File: config.mk
export PLATFORM = sky130hd
export DESIGN_NAME = lds_sequencer
export DESIGN_NICKNAME = d
export VERILOG_FILES = /design/src/hdl/lds_pkg.sv /design/src/hdl/lds_ovl_if.sv /design/src/hdl/lds_ovl_mon.sv /design/src/hdl/lds_sequencer.sv
export VERILOG_INCLUDE_DIRS = /design/src /design/src/hdl
export SDC_FILE = /design/constraint.sdc
export NUM_CORES = 1
export LEC_CHECK = 0
export BUFFER_PORTS_ARGS = -buffer_cell sky130_fd_sc_hd__buf_2
export CORE_AREA = 2 2 206 360
export CTS_BUF_LIST = sky130_fd_sc_hd__clkbuf_4 sky130_fd_sc_hd__clkbuf_8
export DETAILED_ROUTE_END_ITERATION = 10
export DIE_AREA = 0 0 208 362
export PLACE_DENSITY_LB_ADDON = 0.05
export SLEW_MARGIN = 20
export SYNTH_ARGS = -nofsm -noshare
export SYNTH_HDL_FRONTEND = slang
export SYNTH_SLANG_ARGS = --single-unit
File: constraint.sdc
create_clock -name CLK_IN -period 18.6 [get_ports CLK_IN]
set_input_delay 1.86 -clock CLK_IN [delete_from_list [all_inputs] [get_ports CLK_IN]]
set_output_delay 1.86 -clock CLK_IN [all_outputs]
set_load 0.1 [all_outputs]
File: src/hdl/lds_map.svh
// Purpose: constants for the led string dimming sequencer
// Assumes: 10 MHz core clock
// Notes: times in ns, cycle counts derived from them
// How it works
// - active sinks follow the dimming pwm level
// - pwm-only: long low stops the regulator
// - enable low forces strings and regulator off
// - normal mode: all strings switch in phase
// - four strings: 0, 90, 180, 270 degrees
// - three strings: 0, 120, 240; sink four idle
// - sinks one and three: half period apart
// - ganged pairs, second pair 180 degrees later
// - unsupported arrangement falls back to in-phase
// - pull-up value picks normal or sequenced
// - hybrid: dimming input gates analog-set current
// - hybrid: sequenced only by factory preset
// - hybrid: long low stops the regulator
// - analog: dimming input low turns all off
// - more than 32 cycles out of regulation flags overload
// - dimming mode latched once after reset
// - fault: auto-restart stop, or latch-off request
`ifndef LDS_MAP_SVH
`define LDS_MAP_SVH
`define LDS_CLK_PERIOD_NS 100
`define LDS_MIN_PWM_PERIOD_NS 10000000
`define LDS_MIN_PWM_PERIOD_CYC (`LDS_MIN_PWM_PERIOD_NS / `LDS_CLK_PERIOD_NS)
`define LDS_OVL_CYCLES 32
`define LDS_CFG_FOUR 4'hF
`define LDS_CFG_THREE 4'h7
`define LDS_CFG_ONE_THREE 4'h5
`define LDS_CFG_GANGED 4'hF
`endif

File: src/hdl/lds_pkg.sv
// Purpose: types for the led string dimming sequencer
// Assumes: nothing
// Notes: mode encodings left to the tool
package lds_pkg;
   typedef enum logic [1:0] {LDS_PWM_ONLY, LDS_ANALOG, LDS_HYBRID} lds_mode_t;
   typedef enum logic [1:0] {LDS_ST_BOOT, LDS_ST_RUN, LDS_ST_FAULT} lds_state_t;
endpackage : lds_pkg

File: src/hdl/lds_ovl_if.sv
// Purpose: carrier between top and the overload watcher
// Assumes: one clock
// Notes: three rails, one bit each
`timescale 1ns/1ps
interface lds_ovl_if;
   logic [2:0] low;
   logic [2:0] flag;
   modport top (output low, input flag);
   modport mon (input low, output flag);
endinterface : lds_ovl_if

File: src/hdl/lds_ovl_mon.sv
// Purpose: counts switching cycles each rail spends below set point
// Assumes: cycle strobe and low levels already synchronised
// Notes: flag is sticky until reset
`timescale 1ns/1ps
`include "lds_map.svh"
module lds_ovl_mon
   import lds_pkg::*;
#(
   parameter int CYCLES = `LDS_OVL_CYCLES
) (
   input wire logic clk_in,
   input wire logic reset_n_in,
   input wire logic sw_cycle_in,
   lds_ovl_if.mon ovl
);
   // the count saturates at 255, so a limit of 255 could never be passed
   if (CYCLES < 1 || CYCLES > 254) begin : g_bad_cycles
      $error("lds_ovl_mon: bad CYCLES");
   end
   typedef struct packed {
      logic [2:0][7:0] cnt;
      logic [2:0] flag;
   } lds_ovl_state_t;
   lds_ovl_state_t st, next_st;
   always_comb begin
      next_st = st;
      for (int i = 0; i < 3; i++) begin
         if (!ovl.low[i]) begin
            next_st.cnt[i] = 8'h00;
         end else if (sw_cycle_in && st.cnt[i] != 8'hFF) begin
            next_st.cnt[i] = st.cnt[i] + 8'h01;
         end
         // flag once the run passes the limit
         if (st.cnt[i] > 8'(CYCLES)) next_st.flag[i] = 1'b1;
      end
   end
   always_ff @(posedge clk_in or negedge reset_n_in) begin
      if (!reset_n_in) begin
         st <= '0;
      end else begin
         st <= next_st;
      end
   end
   assign ovl.flag = st.flag;
endmodule : lds_ovl_mon

File: src/hdl/lds_sequencer.sv
// Purpose: gates four string sinks from the dimming pwm, in phase or sequenced
// Assumes: rail-low and switching-cycle inputs come from analog comparators
// Notes: sequencing lags one pwm period behind a period change
`timescale 1ns/1ps
`include "lds_map.svh"
module lds_sequencer
   import lds_pkg::*;
#(
   parameter int MIN_PERIOD_CYC = `LDS_MIN_PWM_PERIOD_CYC,
   parameter int CW = 20
) (
   // clock and reset
   input wire logic CLK_IN,
   input wire logic RESET_N_IN,
   // control pins
   input wire logic BACKLIGHT_ON_REQUEST_IN,
   input wire logic DIGITAL_DIM_INPUT_IN,
   // start-up straps
   input wire logic DIM_LEVEL_PIN_HIGH_IN,
   input wire logic SEQUENCE_SELECT_RESISTOR_IN,
   input wire logic FACTORY_SEQUENCE_PRESET_IN,
   input wire logic HYBRID_STRAP_IN,
   input wire logic LATCH_OFF_OPTION_IN,
   input wire logic STRAPS_VALID_IN,
   input wire logic [3:0] STRINGS_PRESENT_IN,
   input wire logic GANGED_PAIRS_IN,
   // rail monitor
   input wire logic SW_CYCLE_IN,
   input wire logic FIXED_RAIL_1_LOW_IN,
   input wire logic FIXED_RAIL_2_LOW_IN,
   input wire logic STRING_SUPPLY_RAIL_LOW_IN,
   // outputs
   output logic [3:0] STRING_SINK_OUT,
   output logic REGULATOR_ON_OUT,
   output logic SEQUENCED_OUT,
   output logic OVERLOAD_OUT,
   output logic STOP_REQUESTS_OUT,
   output logic LATCH_OFF_REQUEST_OUT
);
   // refuse a counter too narrow to hold the minimum period
   if (CW < 4 || CW > 30 || MIN_PERIOD_CYC < 1 || MIN_PERIOD_CYC >= (1 << CW)) begin : g_bad_cw
      $error("lds_sequencer: CW too small");
   end
   typedef struct packed {
      logic [1:0] en_s, dim_s;
      logic [2:0] cyc_s;
      logic [2:0] low_s1, low_s2;
      lds_state_t state;
      lds_mode_t mode;
      logic seq;
      logic [1:0] steps;
      logic dim_d;
      logic [CW-1:0] phase, period, high, low_cnt;
      logic [3:0] sink;
      logic reg_on, ovl, stop, latch;
   } lds_state_str_t;
   lds_state_str_t st, next_st;
   lds_ovl_if ovl_bus ();
   logic [3:0] win;
   logic [CW-1:0] off_k;
   logic dim, en, rise;
   assign dim = st.dim_s[1];
   assign en = st.en_s[1];
   assign rise = dim && !st.dim_d;
   assign ovl_bus.low = st.low_s2;
   lds_ovl_mon #(.CYCLES(`LDS_OVL_CYCLES)) u_ovl (
      .clk_in(CLK_IN),
      .reset_n_in(RESET_N_IN),
      // rising edge taken behind the second sync stage only
      .sw_cycle_in(st.cyc_s[1] && !st.cyc_s[2]),
      .ovl(ovl_bus)
   );
   // per-string window: on while phase sits in [k*P/n, k*P/n + H)
   always_comb begin
      win = 4'h0;
      off_k = '0;
      for (int k = 0; k < 4; k++) begin
         case (st.steps)
            2'd3: off_k = CW'((st.period * k) >> 2);
            2'd2: off_k = CW'((st.period * k) / 3);
            default: off_k = CW'((st.period * k) >> 1);
         endcase
         win[k] = (st.phase >= off_k) && (st.phase < off_k + st.high);
      end
   end
   always_comb begin
      next_st = st;
      next_st.en_s = {st.en_s[0], BACKLIGHT_ON_REQUEST_IN};
      next_st.dim_s = {st.dim_s[0], DIGITAL_DIM_INPUT_IN};
      next_st.cyc_s = {st.cyc_s[1:0], SW_CYCLE_IN};
      next_st.low_s1 = {STRING_SUPPLY_RAIL_LOW_IN, FIXED_RAIL_2_LOW_IN, FIXED_RAIL_1_LOW_IN};
      next_st.low_s2 = st.low_s1;
      next_st.dim_d = dim;
      // measure the incoming period and high time
      if (rise) begin
         // phase restarts at zero one cycle after the edge
         next_st.period = st.phase + 1'b1;
         next_st.phase = '0;
      end else if (st.phase != '1) begin
         next_st.phase = st.phase + 1'b1;
      end
      // the rising cycle itself is the first high cycle
      if (rise) next_st.high = CW'(1'b1);
      else if (dim && st.high != '1) next_st.high = st.high + 1'b1;
      if (dim) next_st.low_cnt = '0;
      else if (st.low_cnt != '1) next_st.low_cnt = st.low_cnt + 1'b1;
      case (st.state)
         LDS_ST_BOOT: begin
            next_st.sink = 4'h0;
            next_st.reg_on = 1'b0;
            if (STRAPS_VALID_IN) begin
               // mode held until the next power-on reset
               next_st.mode = DIM_LEVEL_PIN_HIGH_IN ? LDS_PWM_ONLY :
                  (HYBRID_STRAP_IN ? LDS_HYBRID : LDS_ANALOG);
               next_st.seq = 1'b0;
               if (DIM_LEVEL_PIN_HIGH_IN) next_st.seq = SEQUENCE_SELECT_RESISTOR_IN;
               else if (HYBRID_STRAP_IN) next_st.seq = FACTORY_SEQUENCE_PRESET_IN;
               next_st.steps = 2'd0;
               if (GANGED_PAIRS_IN && STRINGS_PRESENT_IN == `LDS_CFG_GANGED) begin
                  next_st.steps = 2'd1;
               end else if (STRINGS_PRESENT_IN == `LDS_CFG_FOUR) begin
                  next_st.steps = 2'd3;
               end else if (STRINGS_PRESENT_IN == `LDS_CFG_THREE) begin
                  next_st.steps = 2'd2;
               end else if (STRINGS_PRESENT_IN == `LDS_CFG_ONE_THREE) begin
                  next_st.steps = 2'd1;
               end else begin
                  next_st.seq = 1'b0;
               end
               next_st.state = LDS_ST_RUN;
            end
         end
         LDS_ST_RUN: begin
            next_st.reg_on = 1'b1;
            if (st.mode == LDS_ANALOG) begin
               next_st.sink = dim ? STRINGS_PRESENT_IN : 4'h0;
               next_st.reg_on = dim;
            end else begin
               if (!st.seq) begin
                  next_st.sink = dim ? STRINGS_PRESENT_IN : 4'h0;
               end else if (st.steps == 2'd1 && GANGED_PAIRS_IN) begin
                  next_st.sink = {win[1], win[1], win[0], win[0]} & STRINGS_PRESENT_IN;
               end else if (st.steps == 2'd1) begin
                  next_st.sink = {1'b0, win[1], 1'b0, win[0]} & STRINGS_PRESENT_IN;
               end else if (st.steps == 2'd2) begin
                  next_st.sink = {1'b0, win[2:0]} & STRINGS_PRESENT_IN;
               end else begin
                  next_st.sink = win & STRINGS_PRESENT_IN;
               end
            end
            // applied in every mode, so a long low always means regulator off
            if (st.low_cnt >= CW'(MIN_PERIOD_CYC)) next_st.reg_on = 1'b0;
            if (!en) begin
               next_st.sink = 4'h0;
               next_st.reg_on = 1'b0;
            end
            if (|ovl_bus.flag) begin
               next_st.ovl = 1'b1;
               next_st.state = LDS_ST_FAULT;
            end
         end
         default: begin
            next_st.sink = 4'h0;
            next_st.reg_on = 1'b0;
            // fault response chosen by option input
            next_st.stop = !LATCH_OFF_OPTION_IN;
            next_st.latch = LATCH_OFF_OPTION_IN;
         end
      endcase
   end
   always_ff @(posedge CLK_IN or negedge RESET_N_IN) begin
      if (!RESET_N_IN) begin
         st <= '0;
      end else begin
         st <= next_st;
      end
   end
   assign STRING_SINK_OUT = st.sink;
   assign REGULATOR_ON_OUT = st.reg_on;
   assign SEQUENCED_OUT = st.seq;
   assign OVERLOAD_OUT = st.ovl;
   assign STOP_REQUESTS_OUT = st.stop;
   assign LATCH_OFF_REQUEST_OUT = st.latch;
endmodule : lds_sequencer

==> results of run 1 <==
final cells by class:
| class | count | share of cell area |
|---|---|---|
| Clock buffer | 30 | 0.01002 |
| Antenna cell | 2 | 0.0001214 |
| Tap cell | 931 | 0.02826 |
| Multi-Input combinational cell | 3414 | 0.6180 |
| Sequential cell | 136 | 0.08263 |
| Clock inverter | 2 | 0.0003036 |
| Inverter | 214 | 0.01970 |
| Timing Repair Buffer | 1301 | 0.2410 |
through the flow:
stage / util / setup slack [ns] / cells
after floorplan: - / -0.3436 / 3929
after global placement: 0.5206 / -1.057 / 5874
after detailed placement: 0.5206 / -1.183 / 5874
after CTS: 0.5441 / 0.001048 / 5952
after global routing: 0.5689 / -0.9216 / 6029
final: 0.5689 / -0.1975 / 6030
power breakdown:
part	internal, µW	switching [µW]
clock network	143	126
registers	307	23.4
logic	1090	1210
cell usage after synthesis (all sizes together) (112+ instances only):
library cell    n  share of area
a21oi         306          0.055
clkbuf        117          0.016
dfrtp         136           0.12
ha            254           0.11
inv           209          0.028
nand2         339          0.046
nand2b        112          0.025
nand3         148          0.027
nor2          340          0.046
nor3          124          0.023
o21ai         318          0.057
xnor2         234          0.073
worst register-to-register path, delay by kind of cell (launching register included):
family / cells / cell delay (ns)
AOI/OAI and AO/OA: 34 / 7.11
xor gates and xnor gates: 4 / 0.84
adders and majority gates: 4 / 1.00
buffers and inverters: 15 / 2.21
DFF: 1 / 0.39
and+or+nand+nor: 31 / 7.17
routing by layer:
layer | track usage | vias to the layer above
li1 | - | 16910
met1 | 0.2937 | 16522
met2 | 0.6219 | 709
met3 | 0.01775 | 357
met4 | 0.1919 | 0
met5 | 0 | -
kinds of logic after synthesis:
group	count (synthesis)
flops	136
simple gates	1508
xor+xnor	303
fa+ha+maj	262
mux	66
compound gates	1274
buf+inv	380
how the worst min path moves through the flow:
stage	to	startpoint	slack, ns
2_1_floorplan	dim	next_st[106]	0.33
3_5_place_dp	dim	next_st[106]	0.34
6_report	ovl_bus.low[1]	next_st[97]	0.35
5_1_grt	dim	next_st[106]	0.36
3_3_place_gp	dim	next_st[106]	0.34
4_1_cts	ovl_bus.low[1]	next_st[97]	0.35
sequential cells by signal, summed over array words and instances, names as in the netlist:
register and count:
LATCH_OFF_REQUEST_OUT 1, OVERLOAD_OUT 1, REGULATOR_ON_OUT 1, SEQUENCED_OUT 1, STOP_REQUESTS_OUT 1, STRING_SINK_OUT 4
dim 1, en 1, next_st 7, ovl_bus.low 3, st 88, u_ovl.ovl.flag 3
u_ovl.st 24
timing repair:
action	CTS	global route
endpoints found under the setup margin	3	3
pin swaps	98	164
cloned	2	0
setup buffers	44	76
resized for setup	195	259
hold buffers	0	0
==> flow_summary_export.csv, run 1 <==
group,metric,value,unit
global_routing,grt_antenna_before_repair,3,
critical_path,critical_path_class,"reg2reg",
synth,synth-main-ff-cell,"dfrtp_1",
drt,routedLengthMet1,42.93,mm
critical_path,crit_end,"STRING_SINK_OUT[2]",
clocking,cts_tree,"done",
synth,yosys.area_share.simple,0.2761,
timing,fin_setup_tns,-0.1975,ns
cells_and_area,drive_gt1_frac,0.3559,
synth,synth-edff-count,0,
pwr,ir_worst_vdd,0.1153,mV
die,chipWidth,208,µm
synth,synth-seq-cells,136,
global_routing,grt_pass1_vias,35548,
cells_and_area,seq_area,3406,µm²
global_routing,grt_pass1_wl,185.1,mm
synth,avgSynthCellArea,7.127,µm²
critical_path,start_kind,"flip-flop",
synth,synth_top_family_by_area,"compound AO/OA/AOI/OAI gates",
cells_and_area,nNetsFinal,5369,
synth,yosysSeqAreaShare,0.1215,
place,post-dp-hpwl,98.01,mm
die,dieArea,75300,µm²
cells_and_area,multi_input_area,25470,µm²
place,dpl_cell_area,37710,µm²
synth,syn-instance-count,3929,
critical_path,r2r_start,"st[56]",
outcome,violations,"setup timing",
pwr,p_leak,0.01885,µW
cells_and_area,syn_to_final_growth,47.21,%
critical_path,worstPathRequired,19.06,ns
drt,finalWirelength,119.5,mm
critical_path,slowest_stage,"or4_4",
timing,hold_violations,0,
drt,drtPass1Iterations,6,
clocking,clk_latency,0.55,ns
synth,yosys_warnings,0,
timing,finalCritPeriodShare,1.011,
timing,maxSlewHeadroom,0.2621,
drt,vias,34498,
critical_path,path_depth,88,
critical_path,cp-end-kind,"flip-flop",
drt,drt_iter0_markers,1550,
outcome,status,"complete, but fails checks",
synth,synth-xor-area-share,0.09531,
cells_and_area,fill_cells,7198,
timing,slew_violations,0,
timing,rsz0062_at_grt,"true",
clocking,path_clk_slew,0.07,ns
synth,ys_async_sr_fraction,1.000,
timing,finalSetupViolCount,1,
critical_path,startpoint,"st[56]",
critical_path,cp_max_fo,8,
timing,finalCriticalPeriod,18.80,ns
die,start_util,0.3865,
critical_path,r2r_cells,88,
cells_and_area,layout_common_cells,"buf_4, nand2_1, nor2_1, o21ai_0, a21oi_1",
synth,muxShareOfSynthArea,0.02453,
timing,setup_ws,-0.1975,ns
timing,worst_slew_pin_slew,1.099,ns
drt,viasPerCell,5.721,
synth,syn-cell-area,28000,µm²
die,coreArea,72450,µm²
cells_and_area,mostFrequentLayoutCell,"buf_4",
clocking,cts_buffer_depth,3,
die,rows,131,
timing,fin_hold_ws,0.3497,ns
drt,drcViolationCount,0,
global_routing,grt_usage,0.3060,
drt,route.met2.wl,65.97,mm
global_routing,grt_max_degree,75,
critical_path,cp_num_buf_inv,15,
cells_and_area,stdcell_area,41220,µm²
die,fp.dieH,362,µm
die,ios,28,
critical_path,critPathMostFrequentCell,"buf_4",
drt,routed.top_layer,"met4",
critical_path,max_stage_delay,0.60,ns
critical_path,arrival,19.26,ns
place,place.gp.congestion,0.9450,
drt,final_antenna_net_count,0,
critical_path,r2r-end,"STRING_SINK_OUT[2]",
synth,synth_compound_area_frac,0.3108,
hold_path,hold_path_depth,0,
timing,max_freq,53.20,MHz
synth,syn_nets,4206,
clocking,htree_levels,4,
hold_path,min_path_type,"reg2reg",
pwr,power,2904,µW
clocking,cts-root-buf,"clkbuf_8",
timing,fin_skew,0.02528,ns
synth,ys_types,132,
synth,synthAdderAreaFrac,0.1178,
drt,dr_wl_met3,2.557,mm
critical_path,rrSetupSlack,-0.20,ns
drt,avgRoutedWirePerCell,19.82,µm
critical_path,cp_top_family,"simple AND/OR/NAND/NOR gates",
clocking,clock_sinks,136,
run,max_cap_violations,0,
clocking,cts_buffers,25,
pwr,pwr_density_cell,70.46,nW/µm²
place,port_buffers,27,
global_routing,gr-total-overflow,0,
No activity file was read; power rests on OpenSTA's default activity.
==> inputs of run 2 (changes only) <==
--- a/config.mk
+++ b/config.mk
@@ -12,6 +12,7 @@
 export DETAILED_ROUTE_END_ITERATION = 10
 export DIE_AREA = 0 0 208 362
 export PLACE_DENSITY_LB_ADDON = 0.05
+export REMOVE_ABC_BUFFERS = 1
 export SLEW_MARGIN = 20
 export SYNTH_ARGS = -nofsm -noshare
 export SYNTH_HDL_FRONTEND = slang
==> flow_summary_export.csv, run 2 (synthesis results as in run 1) <==
group,metric,value,unit
global_routing,grt_antenna_before_repair,5,
timing,finalCritPeriodShare,1.009,
die,rows,131,
timing,worst_slew_pin_slew,1.169,ns
place,dp_slack,-1.712,ns
run,max_cap_violations,0,
outcome,status,"complete, but fails checks",
clocking,cts-root-buf,"clkbuf_8",
timing,rsz0062_at_grt,"true",
place,post-dp-hpwl,98.08,mm
drt,viasPerCell,5.757,
drt,drtPass1Iterations,6,
clocking,path_clk_slew,0.08,ns
global_routing,gr-total-overflow,0,
hold_path,min_path_type,"reg2reg",
cells_and_area,largest_register,"st",
global_routing,grt_usage,0.3052,
pwr,p_leak,0.01855,µW
critical_path,slowest_stage,"or4_4",
critical_path,max_stage_delay,0.61,ns
global_routing,grt_pass1_wl,184.5,mm
clocking,clock_sinks,136,
die,fp.dieH,362,µm
global_routing,grt_max_degree,87,
drt,final_antenna_net_count,0,
cells_and_area,largest_reg_flops,88,
drt,avgRoutedWirePerCell,19.94,µm
pwr,ir_worst_vdd,0.1063,mV
cells_and_area,layout_common_cells,"buf_4, nand2_1, nor2_1, a21oi_1, o21ai_0",
drt,drt_iter0_markers,1743,
clocking,clk_latency,0.54,ns
die,dieArea,75300,µm²
clocking,cts_buffer_depth,3,
drt,drcViolationCount,0,
place,port_buffers,27,
timing,finalCriticalPeriod,18.76,ns
timing,setup_ws,-0.1615,ns
die,ios,28,
pwr,pwr_density_cell,72.01,nW/µm²
timing,finalSetupViolCount,1,
critical_path,worstPathRequired,19.06,ns
timing,fin_skew,0.03514,ns
critical_path,critPathMostFrequentCell,"buf_4",
drt,vias,34484,
critical_path,cp_max_fo,7,
critical_path,critical_path_class,"reg2reg",
die,chipWidth,208,µm
global_routing,grt_pass1_vias,35055,
timing,slew_violations,0,
outcome,violations,"setup timing",
clocking,htree_levels,4,
clocking,cts_tree,"done",
die,start_util,0.3865,
pwr,power,2904,µW
critical_path,arrival,19.22,ns
cells_and_area,nNetsFinal,5330,
die,coreArea,72450,µm²
drt,finalWirelength,119.4,mm
cells_and_area,drive_gt1_frac,0.3373,
timing,hold_violations,0,
cells_and_area,mostFrequentLayoutCell,"buf_4",
clocking,cts_buffers,25,
cells_and_area,syn_to_final_growth,44.04,%
timing,fin_hold_ws,0.3454,ns
timing,max_freq,53.30,MHz
critical_path,start_kind,"flip-flop",
place,place.gp.congestion,0.9312,
critical_path,cp-end-kind,"flip-flop",
timing,maxSlewHeadroom,0.2149,
==> run 2: changes by cell type in the layout (fill, tap and decap cells not counted), moves of 5 or more <==
cell / previous run / this run
nor4_1: 27 / 32
o21ai_2: 21 / 6
nor3_1: 99 / 92
a21oi_4: 9 / 4
nand2_2: 12 / 6
ha_1: 238 / 244
o21ai_1: 42 / 55
nand2_1: 327 / 333
buf_12: 11 / 4
xnor2_1: 215 / 220
a21oi_1: 251 / 256
xnor2_2: 19 / 14
buf_4: 1245 / 1218
nor3_2: 17 / 25
==> run 2: critical path, delay by kind of cell (launching register included) <==
| family | cells | cell delay [ns] |
|---|---|---|
| fa+ha+maj | 4 | 1.00 |
| xor+xnor | 2 | 0.32 |
| compound gates | 39 | 7.85 |
| flops | 1 | 0.36 |
| buf+inv | 12 | 1.80 |
| simple gates | 32 | 7.32 |
==> run 2: power by group <==
part	leakage [µW]	internal, µW	switching (µW)
Sequential	0.00183	307	25.5
Clock	0.000218	138	129
Combinational	0.0165	1090	1220
==> run 2: metal layers <==
metal	up-vias	share of wire	wire length, µm	GRT usage
met1	16558	0.35	42210	0.2941
met2	720	0.55	66020	0.6183
met5	-	0.00034	41	0
met3	366	0.024	2838	0.01844
li1	16834	-	-	-
met4	6	0.070	8305	0.1920
==> run 2: final timing paths <==
check / start / endpoint / slack, ns / cells past startpoint
setup / recovery: st[51] / STRING_SINK_OUT[2] / -0.16 / 89
hold / removal: next_st[106] / dim / 0.35 / 0
setup reg to reg: st[51] / STRING_SINK_OUT[2] / -0.16 / 89
hold reg to reg: next_st[106] / dim / 0.35 / 0
max in group asynchronous: RESET_N_IN / st[89] / 15.79 / 2
min in group asynchronous: RESET_N_IN / dim / 1.32 / 1
==> run 2: area by class of cell <==
type,instances,area [µm²]
sequential,136,3406
antenna,1,2.502
tap,931,1165
fill,7221,32110
clock inverter,2,10.01
inverter,214,804.5
clock buffer,30,400.4
timing repair buffer,1262,9512
multi-input combinational,3414,25030
==> run 2: repair_timing <==
action / CTS / global route
endpoints found under the setup margin: 3 / 3
resized for setup: 211 / 200
pin swaps: 89 / 88
hold buffers: 0 / 0
buffers inserted: 32 / 27
cloned: 1 / 0
==> run 2: per-stage QoR <==
stage,setup TNS [ns],area [µm²],std cells,util
after CTS,0,39170,5962,0.5407
after detailed placement,-3.202,37540,5897,0.5182
after floorplan,-6.405,27290,3763,-
after global routing,-2.259,40330,5990,0.5567
final,-0.1615,40330,5990,0.5567
after global placement,-3.041,37540,5897,0.5182
